<file path="src/core/supply_monitor_regs.svh">
// Constants of the supply monitor readout: widths, channels, timing and thresholds
`ifndef SUPPLY_MONITOR_REGS_SVH
`define SUPPLY_MONITOR_REGS_SVH

// Port widths
`define SM_ADDR_W 7
`define SM_DATA_W 16
`define SM_CH_W 5

// Port clock rate and converter timing
`define SM_CLK_FREQ_HZ 50000000
`define SM_CONV_DIV 10
`define SM_CONV_CYCLES 26
`define SM_TRACK_CYCLES 1
`define SM_PORT_PERIOD (`SM_CONV_DIV * `SM_CONV_CYCLES)
`define SM_CONV_RATE_HZ (`SM_CLK_FREQ_HZ / `SM_PORT_PERIOD)

// Channel multiplexer addresses in sequence order
`define SM_CH_CAL 5'h08
`define SM_CH_AUX 5'h02
`define SM_SEQ_LEN 2

// Status register file size
`define SM_STATUS_DEPTH 32

// Auxiliary supply alarm limits, limit / 3 V * 65536
`define SM_AUX_UPPER 16'hE000
`define SM_AUX_LOWER 16'hCAAA

// Read pipeline: edges from enable to read valid
`define SM_READ_LATENCY 2

`endif

</file>
<file path="src/core/supply_monitor_pkg.sv">
// Types shared by both ends of the supply monitor readout
`include "supply_monitor_regs.svh"

package supply_monitor_pkg;

	// Converter phase
	typedef enum logic {
		CONV_TRACK,
		CONV_RUN
	} conv_state_e;

	typedef logic [`SM_DATA_W-1:0] code_t;
	typedef logic [`SM_ADDR_W-1:0] port_addr_t;
	typedef logic [`SM_CH_W-1:0] channel_t;

endpackage : supply_monitor_pkg

</file>
<file path="src/core/supply_monitor_if.sv">
// Interface joining the monitor and the user logic that reads it
`timescale 1ns/1ps

interface supply_monitor_if;
	supply_monitor_pkg::port_addr_t cfg_port_address;
	logic cfg_port_enable;
	logic cfg_port_write_enable;
	logic monitor_reset;
	supply_monitor_pkg::code_t port_data;
	logic cfg_port_read_valid;
	supply_monitor_pkg::channel_t channel;
	logic end_of_sequence;
	logic busy;
	logic alarm;

	// Monitor end
	modport device (
		input cfg_port_address, cfg_port_enable, cfg_port_write_enable, monitor_reset,
		output port_data, cfg_port_read_valid, channel, end_of_sequence, busy, alarm
	);

	// User logic end
	modport host (
		output cfg_port_address, cfg_port_enable, cfg_port_write_enable, monitor_reset,
		input port_data, cfg_port_read_valid, channel, end_of_sequence, busy, alarm
	);
endinterface : supply_monitor_if

</file>
<file path="src/core/supply_monitor_device.sv">
// Monitor end: converter sequencer, status registers, alarm and configuration port
// Function
// - Enable captures address, then register data appears
// - Results readable only through port address
// - Channel drives low address bits, upper zero
// - Write enable is held low
// - Monitor reset is kept low
// - Channel output updates when busy falls
// - Result stored at channel's address, aux 02h
// - End of sequence pulses one cycle
// - End of sequence drives the port enable
// - Busy high exactly during each conversion
// - Busy rises and falls once per conversion period
// - Data may be latched on busy rise
// - Alarm high while aux outside limits
// - Port clock between 2 and 200 MHz
// - Lost port clock stops reads, not monitoring
// - Conversion is 26 divided converter cycles
// - Alarm limits are E000h upper, CAAAh lower
`timescale 1ns/1ps
`include "supply_monitor_regs.svh"

module supply_monitor_device (
	// Clock and reset
	input wire logic i_clk,
	input wire logic i_rstn,
	// Measured codes from the sensor front end
	input wire supply_monitor_pkg::code_t i_aux_code,
	input wire supply_monitor_pkg::code_t i_cal_code,
	// Port clock lost, internal oscillator running
	input wire logic i_port_clock_lost,
	// Status copies for the user side
	output logic o_busy,
	output logic o_alarm,
	// Configuration port and monitor outputs
	supply_monitor_if.device bus
);

	localparam int DIV_LAST = `SM_CONV_DIV - 1;
	localparam int CONV_LAST = `SM_CONV_CYCLES - 1;
	localparam int TRACK_LAST = `SM_TRACK_CYCLES - 1;
	localparam int SEQ_LAST = `SM_SEQ_LEN - 1;

	// Whole reset: port reset or the monitor's own reset input
	logic run_ok;
	assign run_ok = i_rstn && !bus.monitor_reset;

	// Converter clock divider and phase counters
	logic [7:0] div_cnt;
	logic conv_tick;
	logic [4:0] conv_cnt;
	supply_monitor_pkg::conv_state_e conv_state;
	logic seq_idx;
	supply_monitor_pkg::code_t sample;
	logic conv_done;
	supply_monitor_pkg::channel_t cur_ch;

	// Status registers, one per channel address
	supply_monitor_pkg::code_t status_mem [`SM_STATUS_DEPTH];

	// Read pipeline
	logic rd_pend;
	supply_monitor_pkg::port_addr_t rd_addr;
	supply_monitor_pkg::code_t data_q;
	logic read_valid_q;

	// Registered outputs
	supply_monitor_pkg::channel_t channel_q;
	logic eos_q;
	logic busy_q;
	logic alarm_q;

	// Channel multiplexer address for each sequence slot
	function automatic supply_monitor_pkg::channel_t seq_channel(input logic idx);
		seq_channel = idx ? `SM_CH_AUX : `SM_CH_CAL;
	endfunction : seq_channel

	assign cur_ch = seq_channel(seq_idx);
	assign conv_tick = (div_cnt == 8'(DIV_LAST));
	assign conv_done = conv_tick && (conv_state == supply_monitor_pkg::CONV_RUN)
		&& (conv_cnt == 5'(CONV_LAST));

	// Port clock divided down to the converter clock
	always_ff @(posedge i_clk) begin
		if (!run_ok) begin
			div_cnt <= 8'h00;
		end else if (conv_tick) begin
			div_cnt <= 8'h00;
		end else begin
			div_cnt <= div_cnt + 8'h01;
		end
	end

	// Track phase then conversion phase, 26 converter cycles in all
	always_ff @(posedge i_clk) begin
		if (!run_ok) begin
			conv_state <= supply_monitor_pkg::CONV_TRACK;
			conv_cnt <= 5'h00;
		end else if (conv_tick) begin
			unique case (conv_state)
				supply_monitor_pkg::CONV_TRACK: begin
					if (conv_cnt == 5'(TRACK_LAST)) begin
						conv_state <= supply_monitor_pkg::CONV_RUN;
					end
					conv_cnt <= conv_cnt + 5'h01;
				end
				supply_monitor_pkg::CONV_RUN: begin
					if (conv_cnt == 5'(CONV_LAST)) begin
						conv_state <= supply_monitor_pkg::CONV_TRACK;
						conv_cnt <= 5'h00;
					end else begin
						conv_cnt <= conv_cnt + 5'h01;
					end
				end
			endcase
		end
	end

	// Busy follows the conversion phase, one rise and fall per period
	always_ff @(posedge i_clk) begin
		if (!run_ok) begin
			busy_q <= 1'b0;
		end else if (conv_tick) begin
			busy_q <= (conv_state == supply_monitor_pkg::CONV_TRACK)
				&& (conv_cnt == 5'(TRACK_LAST));
			if (conv_state == supply_monitor_pkg::CONV_RUN && conv_cnt != 5'(CONV_LAST)) begin
				busy_q <= 1'b1;
			end
		end
	end

	// Input sampled when tracking ends
	always_ff @(posedge i_clk) begin
		if (!run_ok) begin
			sample <= 16'h0000;
		end else if (conv_tick && conv_state == supply_monitor_pkg::CONV_TRACK
			&& conv_cnt == 5'(TRACK_LAST)) begin
			sample <= seq_idx ? i_aux_code : i_cal_code;
		end
	end

	// Sequence slot advances after each conversion
	always_ff @(posedge i_clk) begin
		if (!run_ok) begin
			seq_idx <= 1'b0;
		end else if (conv_done) begin
			seq_idx <= (seq_idx == 1'(SEQ_LAST)) ? 1'b0 : 1'b1;
		end
	end

	// Channel address shown as busy falls
	always_ff @(posedge i_clk) begin
		if (!run_ok) begin
			channel_q <= 5'h00;
		end else if (conv_done) begin
			channel_q <= cur_ch;
		end
	end

	// End of sequence after the last slot, one cycle
	always_ff @(posedge i_clk) begin
		if (!run_ok) begin
			eos_q <= 1'b0;
		end else begin
			eos_q <= conv_done && (seq_idx == 1'(SEQ_LAST));
		end
	end

	// Result written to the status register at the channel address
	genvar g;
	generate
		for (g = 0; g < `SM_STATUS_DEPTH; g++) begin : g_status
			always_ff @(posedge i_clk) begin
				if (!run_ok) begin
					status_mem[g] <= 16'h0000;
				end else if (conv_done && cur_ch == 5'(g)) begin
					status_mem[g] <= sample;
				end
			end
		end
	endgenerate

	// Alarm judged on each aux result, clears when back in range
	always_ff @(posedge i_clk) begin
		if (!run_ok) begin
			alarm_q <= 1'b0;
		end else if (conv_done && cur_ch == `SM_CH_AUX) begin
			alarm_q <= (sample > `SM_AUX_UPPER) || (sample < `SM_AUX_LOWER);
		end
	end

	// Address captured on enable; reads stop without the port clock
	always_ff @(posedge i_clk) begin
		if (!run_ok) begin
			rd_pend <= 1'b0;
			rd_addr <= 7'h00;
		end else begin
			rd_pend <= bus.cfg_port_enable && !i_port_clock_lost;
			if (bus.cfg_port_enable) begin
				rd_addr <= bus.cfg_port_address;
			end
		end
	end

	// Addressed register onto the data bus; writes are not stored
	always_ff @(posedge i_clk) begin
		if (!run_ok) begin
			data_q <= 16'h0000;
			read_valid_q <= 1'b0;
		end else begin
			read_valid_q <= rd_pend;
			if (rd_pend) begin
				if (rd_addr < 7'(`SM_STATUS_DEPTH)) begin
					data_q <= status_mem[rd_addr[4:0]];
				end else begin
					data_q <= 16'h0000;
				end
			end
		end
	end

	// Port outputs
	assign bus.port_data = data_q;
	assign bus.cfg_port_read_valid = read_valid_q;
	assign bus.channel = channel_q;
	assign bus.end_of_sequence = eos_q;
	assign bus.busy = busy_q;
	assign bus.alarm = alarm_q;
	assign o_busy = busy_q;
	assign o_alarm = alarm_q;

endmodule : supply_monitor_device

</file>
<file path="src/flat_wrapper.sv">
// flat-port wrapper written by rule: the top's interface ports become plain ports
module supply_monitor_device_flat 
  (i_clk, i_rstn, i_aux_code, i_cal_code, i_port_clock_lost, o_busy, o_alarm, bus_cfg_port_address, bus_cfg_port_enable, bus_cfg_port_write_enable, bus_monitor_reset, bus_port_data, bus_cfg_port_read_valid, bus_channel, bus_end_of_sequence, bus_busy, bus_alarm);
  supply_monitor_if bus_i ();
  input wire logic i_clk;
  input wire logic i_rstn;
  input wire supply_monitor_pkg::code_t i_aux_code;
  input wire supply_monitor_pkg::code_t i_cal_code;
  input wire logic i_port_clock_lost;
  output logic o_busy;
  output logic o_alarm;
  input wire logic [$bits(bus_i.cfg_port_address)-1:0] bus_cfg_port_address;
  input wire logic [$bits(bus_i.cfg_port_enable)-1:0] bus_cfg_port_enable;
  input wire logic [$bits(bus_i.cfg_port_write_enable)-1:0] bus_cfg_port_write_enable;
  input wire logic [$bits(bus_i.monitor_reset)-1:0] bus_monitor_reset;
  output wire logic [$bits(bus_i.port_data)-1:0] bus_port_data;
  output wire logic [$bits(bus_i.cfg_port_read_valid)-1:0] bus_cfg_port_read_valid;
  output wire logic [$bits(bus_i.channel)-1:0] bus_channel;
  output wire logic [$bits(bus_i.end_of_sequence)-1:0] bus_end_of_sequence;
  output wire logic [$bits(bus_i.busy)-1:0] bus_busy;
  output wire logic [$bits(bus_i.alarm)-1:0] bus_alarm;
  assign bus_i.cfg_port_address = bus_cfg_port_address;
  assign bus_i.cfg_port_enable = bus_cfg_port_enable;
  assign bus_i.cfg_port_write_enable = bus_cfg_port_write_enable;
  assign bus_i.monitor_reset = bus_monitor_reset;
  assign bus_port_data = bus_i.port_data;
  assign bus_cfg_port_read_valid = bus_i.cfg_port_read_valid;
  assign bus_channel = bus_i.channel;
  assign bus_end_of_sequence = bus_i.end_of_sequence;
  assign bus_busy = bus_i.busy;
  assign bus_alarm = bus_i.alarm;
  supply_monitor_device u_core (.i_clk(i_clk), .i_rstn(i_rstn), .i_aux_code(i_aux_code), .i_cal_code(i_cal_code), .i_port_clock_lost(i_port_clock_lost), .o_busy(o_busy), .o_alarm(o_alarm), .bus(bus_i));
endmodule
</file>
<file path="config.mk">
export PLATFORM = sky130hd
export DESIGN_NAME = supply_monitor_device_flat
export DESIGN_NICKNAME = d
export VERILOG_FILES = /design/src/core/supply_monitor_pkg.sv /design/src/core/supply_monitor_if.sv /design/src/core/supply_monitor_device.sv /design/src/flat_wrapper.sv
export VERILOG_INCLUDE_DIRS = /design/src /design/src/core
export SDC_FILE = /design/constraint.sdc
export NUM_CORES = 1
export LEC_CHECK = 0
export CORE_AREA = 2 2 118 120
export CTS_BUF_LIST = sky130_fd_sc_hd__clkbuf_8
export DETAILED_ROUTE_END_ITERATION = 16
export DIE_AREA = 0 0 120 122
export DONT_BUFFER_PORTS = 1
export PLACE_DENSITY = 0.44
export REMOVE_ABC_BUFFERS = 1
export SYNTH_ARGS = -nofsm -noshare
export SYNTH_HDL_FRONTEND = slang
export SYNTH_SLANG_ARGS = --single-unit
</file>
<file path="constraint.sdc">
create_clock -name i_clk -period 3.25 [get_ports i_clk]
set_input_delay 0.4875 -clock i_clk [delete_from_list [all_inputs] [get_ports i_clk]]
set_output_delay 0.4875 -clock i_clk [all_outputs]
set_load 0.005 [all_outputs]
</file>
==> impl.org <==
** Outcome
- Outcome :: finished, final reports clean

** STA
- For the pin with the worst max-slew slack, the measured transition is between 0.6 and 0.7 ns.
- Unrepaired setup endpoints after global routing :: no
- Hold slack final :: 0.185 ns
- The routed design could run at a clock period as short as between 2 and 2.5 ns.
- Setup violations remaining at the end of the flow were counted as 0.
- Setup TNS after final layout :: 0 ns
- Worst rel slew slack :: between 50 and 60%
- Number of hold violations in the final report :: 0
- Worst setup skew after layout :: around 0.0090 ns
- Achievable frequency :: about 440 MHz
- Share of the clock period used by the worst path :: between 60% and 70%
- Pins Over Slew Limit :: 0

** Yosys
- In this run, distinct cell masters in the synthesized netlist total 47.
- The synthesized design contains 32 enable-type register cells.
- Top-count cell post-synth :: sky130_fd_sc_hd__nor2_1
- Synth Instances :: between 300 and 400
- The top cell type by area accounts for 31.7% of the synthesized area.
- Predominant post-synthesis flop cell :: sky130_fd_sc_hd__dfxtp_1
- FFs w/ async S/R, synth :: 0%
- Sequential-to-total area share from yosys stat :: 55.5%
- In this run, synthesis produced a sequential element count of between 90 and 100.
- The commonest cells after synthesis are 68 x sky130_fd_sc_hd__nor2_1, 64 x sky130_fd_sc_hd__dfxtp_1, 33 x sky130_fd_sc_hd__and2_1, 32 x sky130_fd_sc_hd__edfxtp_1, 23 x sky130_fd_sc_hd__mux2i_1.
- Synthesized area per cell :: 10.9 sq um
- Summing every instance area after synthesis gives a little over 4000 sq um.
- The largest total area in the synthesized netlist belongs to sky130_fd_sc_hd__dfxtp_1.
- Largest cells by area after synthesis :: sky130_fd_sc_hd__dfxtp_1 32%, sky130_fd_sc_hd__edfxtp_1 24%, sky130_fd_sc_hd__nor2_1 6.3%
- The Yosys step of the flow raised 0 warnings.

** Power and ir drop
- IR analysis of the VDD net gives a maximum drop of 170 uV.
- Leakage power total :: roughly 1.5 nW
- Power per unit of standard cell area :: 474 nW/um^2

** Setup path
- In this run the worst path has a maximum fanout of 16.
- The worst register-to-register path ends at u_core.status_mem[8][3].
- The critical path is of the reg -> reg type.
- STA classifies the critical path endpoint as a flop.
- The largest single stage delay on the critical path is roughly 0.70 ns.
- For this design, the slowest cell found on the critical path is sky130_fd_sc_hd__or4_1.
- Arrival time reported for the critical path endpoint :: around 2.5 ns
- Critical Path Source Type :: flop
- In this run the register-to-register setup slack is 0.99 ns.
- The worst register-to-register path begins at u_core.div_cnt[4].
- R2R cell count :: 5
- Critical path data required time :: 3.49 ns
- Worst setup path startpoint :: u_core.div_cnt[4]
- Traced cell by cell, the critical path runs through or4_1 > nor2_8 > nand2_4 > nor3_4 > and2_1.

** Drt
- In the routed layout, each cell is associated on average with a via count of between 4 and 5.
- After detailed routing, the number of remaining DRC violations is 0.
- The first TritonRoute pass finished after 4 iterations.
- Wire length per cell after detailed routing :: 14.9 microns
- Aggregate routed wire length :: 8.18 mm
- The routed layout has roughly 2.5k vias.
- DR iter-0 viols :: 110
- The count of nets left with antenna violations once routing finished came out at 0.

** Global routing
- Summed over all layers, the global routing overflow is 0.
- The initial antenna violation count is 0.
- Entering global routing, the biggest net connects 45 pins.
- In the global route stage, overall resource usage came out at 12.1%.
- Vias in the first global route :: ~2.6k
- The first global-routing pass estimated roughly 13 mm of wire.

** Clock tree
- The cell sitting at the root of the clock tree is a sky130_fd_sc_hd__clkbuf_8.
- Number of buffers created by CTS :: 9
- At the later pin of the worst-skew pair, clock insertion delay measures around 0.37 ns.
- Clock Tree Buf Depth :: 2
- Htree depth :: 3
- CTS-repair resized insts :: 0
- Clock tree from TritonCTS :: yes
- CTS hold repair buffers :: 0
- Worst-path clk slew :: 0.09 ns
- Count of buffers added by post-CTS timing repair for setup :: 0
- Number of clock sinks :: 96

** Floorplanning
- Row count :: 43
- Top Ports :: 72
- Core area :: 13500 sq um
- The die covers 14600 sq um.
- Die boundary height :: between 100 and 150 microns
- The initial utilization of the core area, before any placement, comes to 29.9%.
- The floorplan step set the die width to 120 microns.

** Placed design
- Global placer's final weighted congestion :: 0.726
- Detailed placement finished with a half-perimeter wire length of 5.43 mm.
- During placement, the flow inserted port buffers numbering 0.
- Cell area after placement :: 4180 sq um

** Final layout
- The repair_antennas step left the layout with diodes totalling 0.
- # nets final :: between 400 and 500
- Fill cells in the final layout number 1402.
- Synth-to-layout area growth :: 7.84%
- Storage element area :: 2240 sq um
- Cells fill 32.3% of the core in the end.
- Total area of multi-input combinational cells :: 1640 sq um
- With fillers left out, the area of the finished cells amounts to 4360 sq um.
- Fraction of layout cells with a size suffix above 1 :: 12.4%

** Hold path
- Origin of the worst min-delay path :: i_port_clock_lost
- Along the worst hold path, the cell count comes to 1.
- The worst hold path terminates at u_core.rd_pend.
- Class of the tightest hold or removal check :: in -> reg

** Run
- Max_cap viols :: 0
final cells by class:
cell class                 count  area share [%]
clock buffer                  10            3.16
clock inverter                 6           0.948
inverter                       5           0.431
multi-input combinational    246            37.6
sequential                    96            51.5
tap                          180            5.17
timing repair buffer           7            1.21
per-layer routing:
metal,track usage (%),wire (microns),up-vias
met5,0,0,-
met4,4.56,99,0
met3,5.01,528,8
met2,19.9,3780,50
met1,14.1,3780,1209
li1,-,-,1273
layout by cell type, fill, tap and decap left out, types with 7 or more instances in the layout:
master                     count
sky130_fd_sc_hd__nand2_1       9
sky130_fd_sc_hd__buf_4         7
sky130_fd_sc_hd__a21oi_1      19
sky130_fd_sc_hd__mux2i_1      23
sky130_fd_sc_hd__edfxtp_1     32
sky130_fd_sc_hd__clkbuf_8     10
sky130_fd_sc_hd__a211oi_2     14
sky130_fd_sc_hd__a22oi_1      17
sky130_fd_sc_hd__dfxtp_1      64
sky130_fd_sc_hd__and2_1       33
sky130_fd_sc_hd__nor2_1       68
cell families after synthesis:
group / synth area share [%]
simple gates: 18.9
mux: 5.70
other cells: 0.0928
buf+inv: 4.18
flops: 55.5
compound gates: 11.7
xor+xnor: 2.38
fa+ha+maj: 1.55
state kept, by name, summed over array words and instances, names as in the netlist, named ones only:
| register | count |
|---|---|
| u_core.bus.alarm | 1 |
| u_core.bus.cfg_port_read_valid | 1 |
| u_core.bus.channel | 2 |
| u_core.bus.end_of_sequence | 1 |
| u_core.bus.port_data | 16 |
| u_core.conv_cnt | 5 |
| u_core.conv_state | 1 |
| u_core.div_cnt | 8 |
| u_core.rd_addr | 7 |
| u_core.rd_pend | 1 |
| u_core.sample | 16 |
| u_core.status_mem | 32 |
worst max path at each step:
stage / cells after the start / to / slack (ns)
after CTS: 5 / u_core.status_mem[2][3] / 0.99
after global routing: 5 / u_core.status_mem[2][13] / 0.87
final: 5 / u_core.status_mem[8][3] / 0.99
after global placement: 5 / u_core.status_mem[2][3] / 0.99
after detailed placement: 5 / u_core.status_mem[2][3] / 1.00
after floorplan: 4 / u_core.status_mem[8][0] / 0.33
worst max-delay path, delay by kind of cell (launching register included):
kind / cells / cell delay (ns)
AND/OR/NAND/NOR: 5 / 1.78
flip-flops: 1 / 0.35
stage by stage:
stage / std cells / setup WS (ns) / power, mW
CTS: 550 / 0.993 / 2.10
global route: 550 / 0.875 / 2.16
detailed placement: 534 / 1.00 / 1.36
finish: 550 / 0.990 / 2.07
global placement: 534 / 0.994 / 1.36
floorplan: 347 / 0.330 / 1.34
where the power goes:
group,switching (mW),internal [mW]
clock network,0.429,0.304
registers,0.00768,1.26
logic,0.0454,0.0184
total,0.482,1.58
No activity file was read; power rests on OpenSTA's default activity.
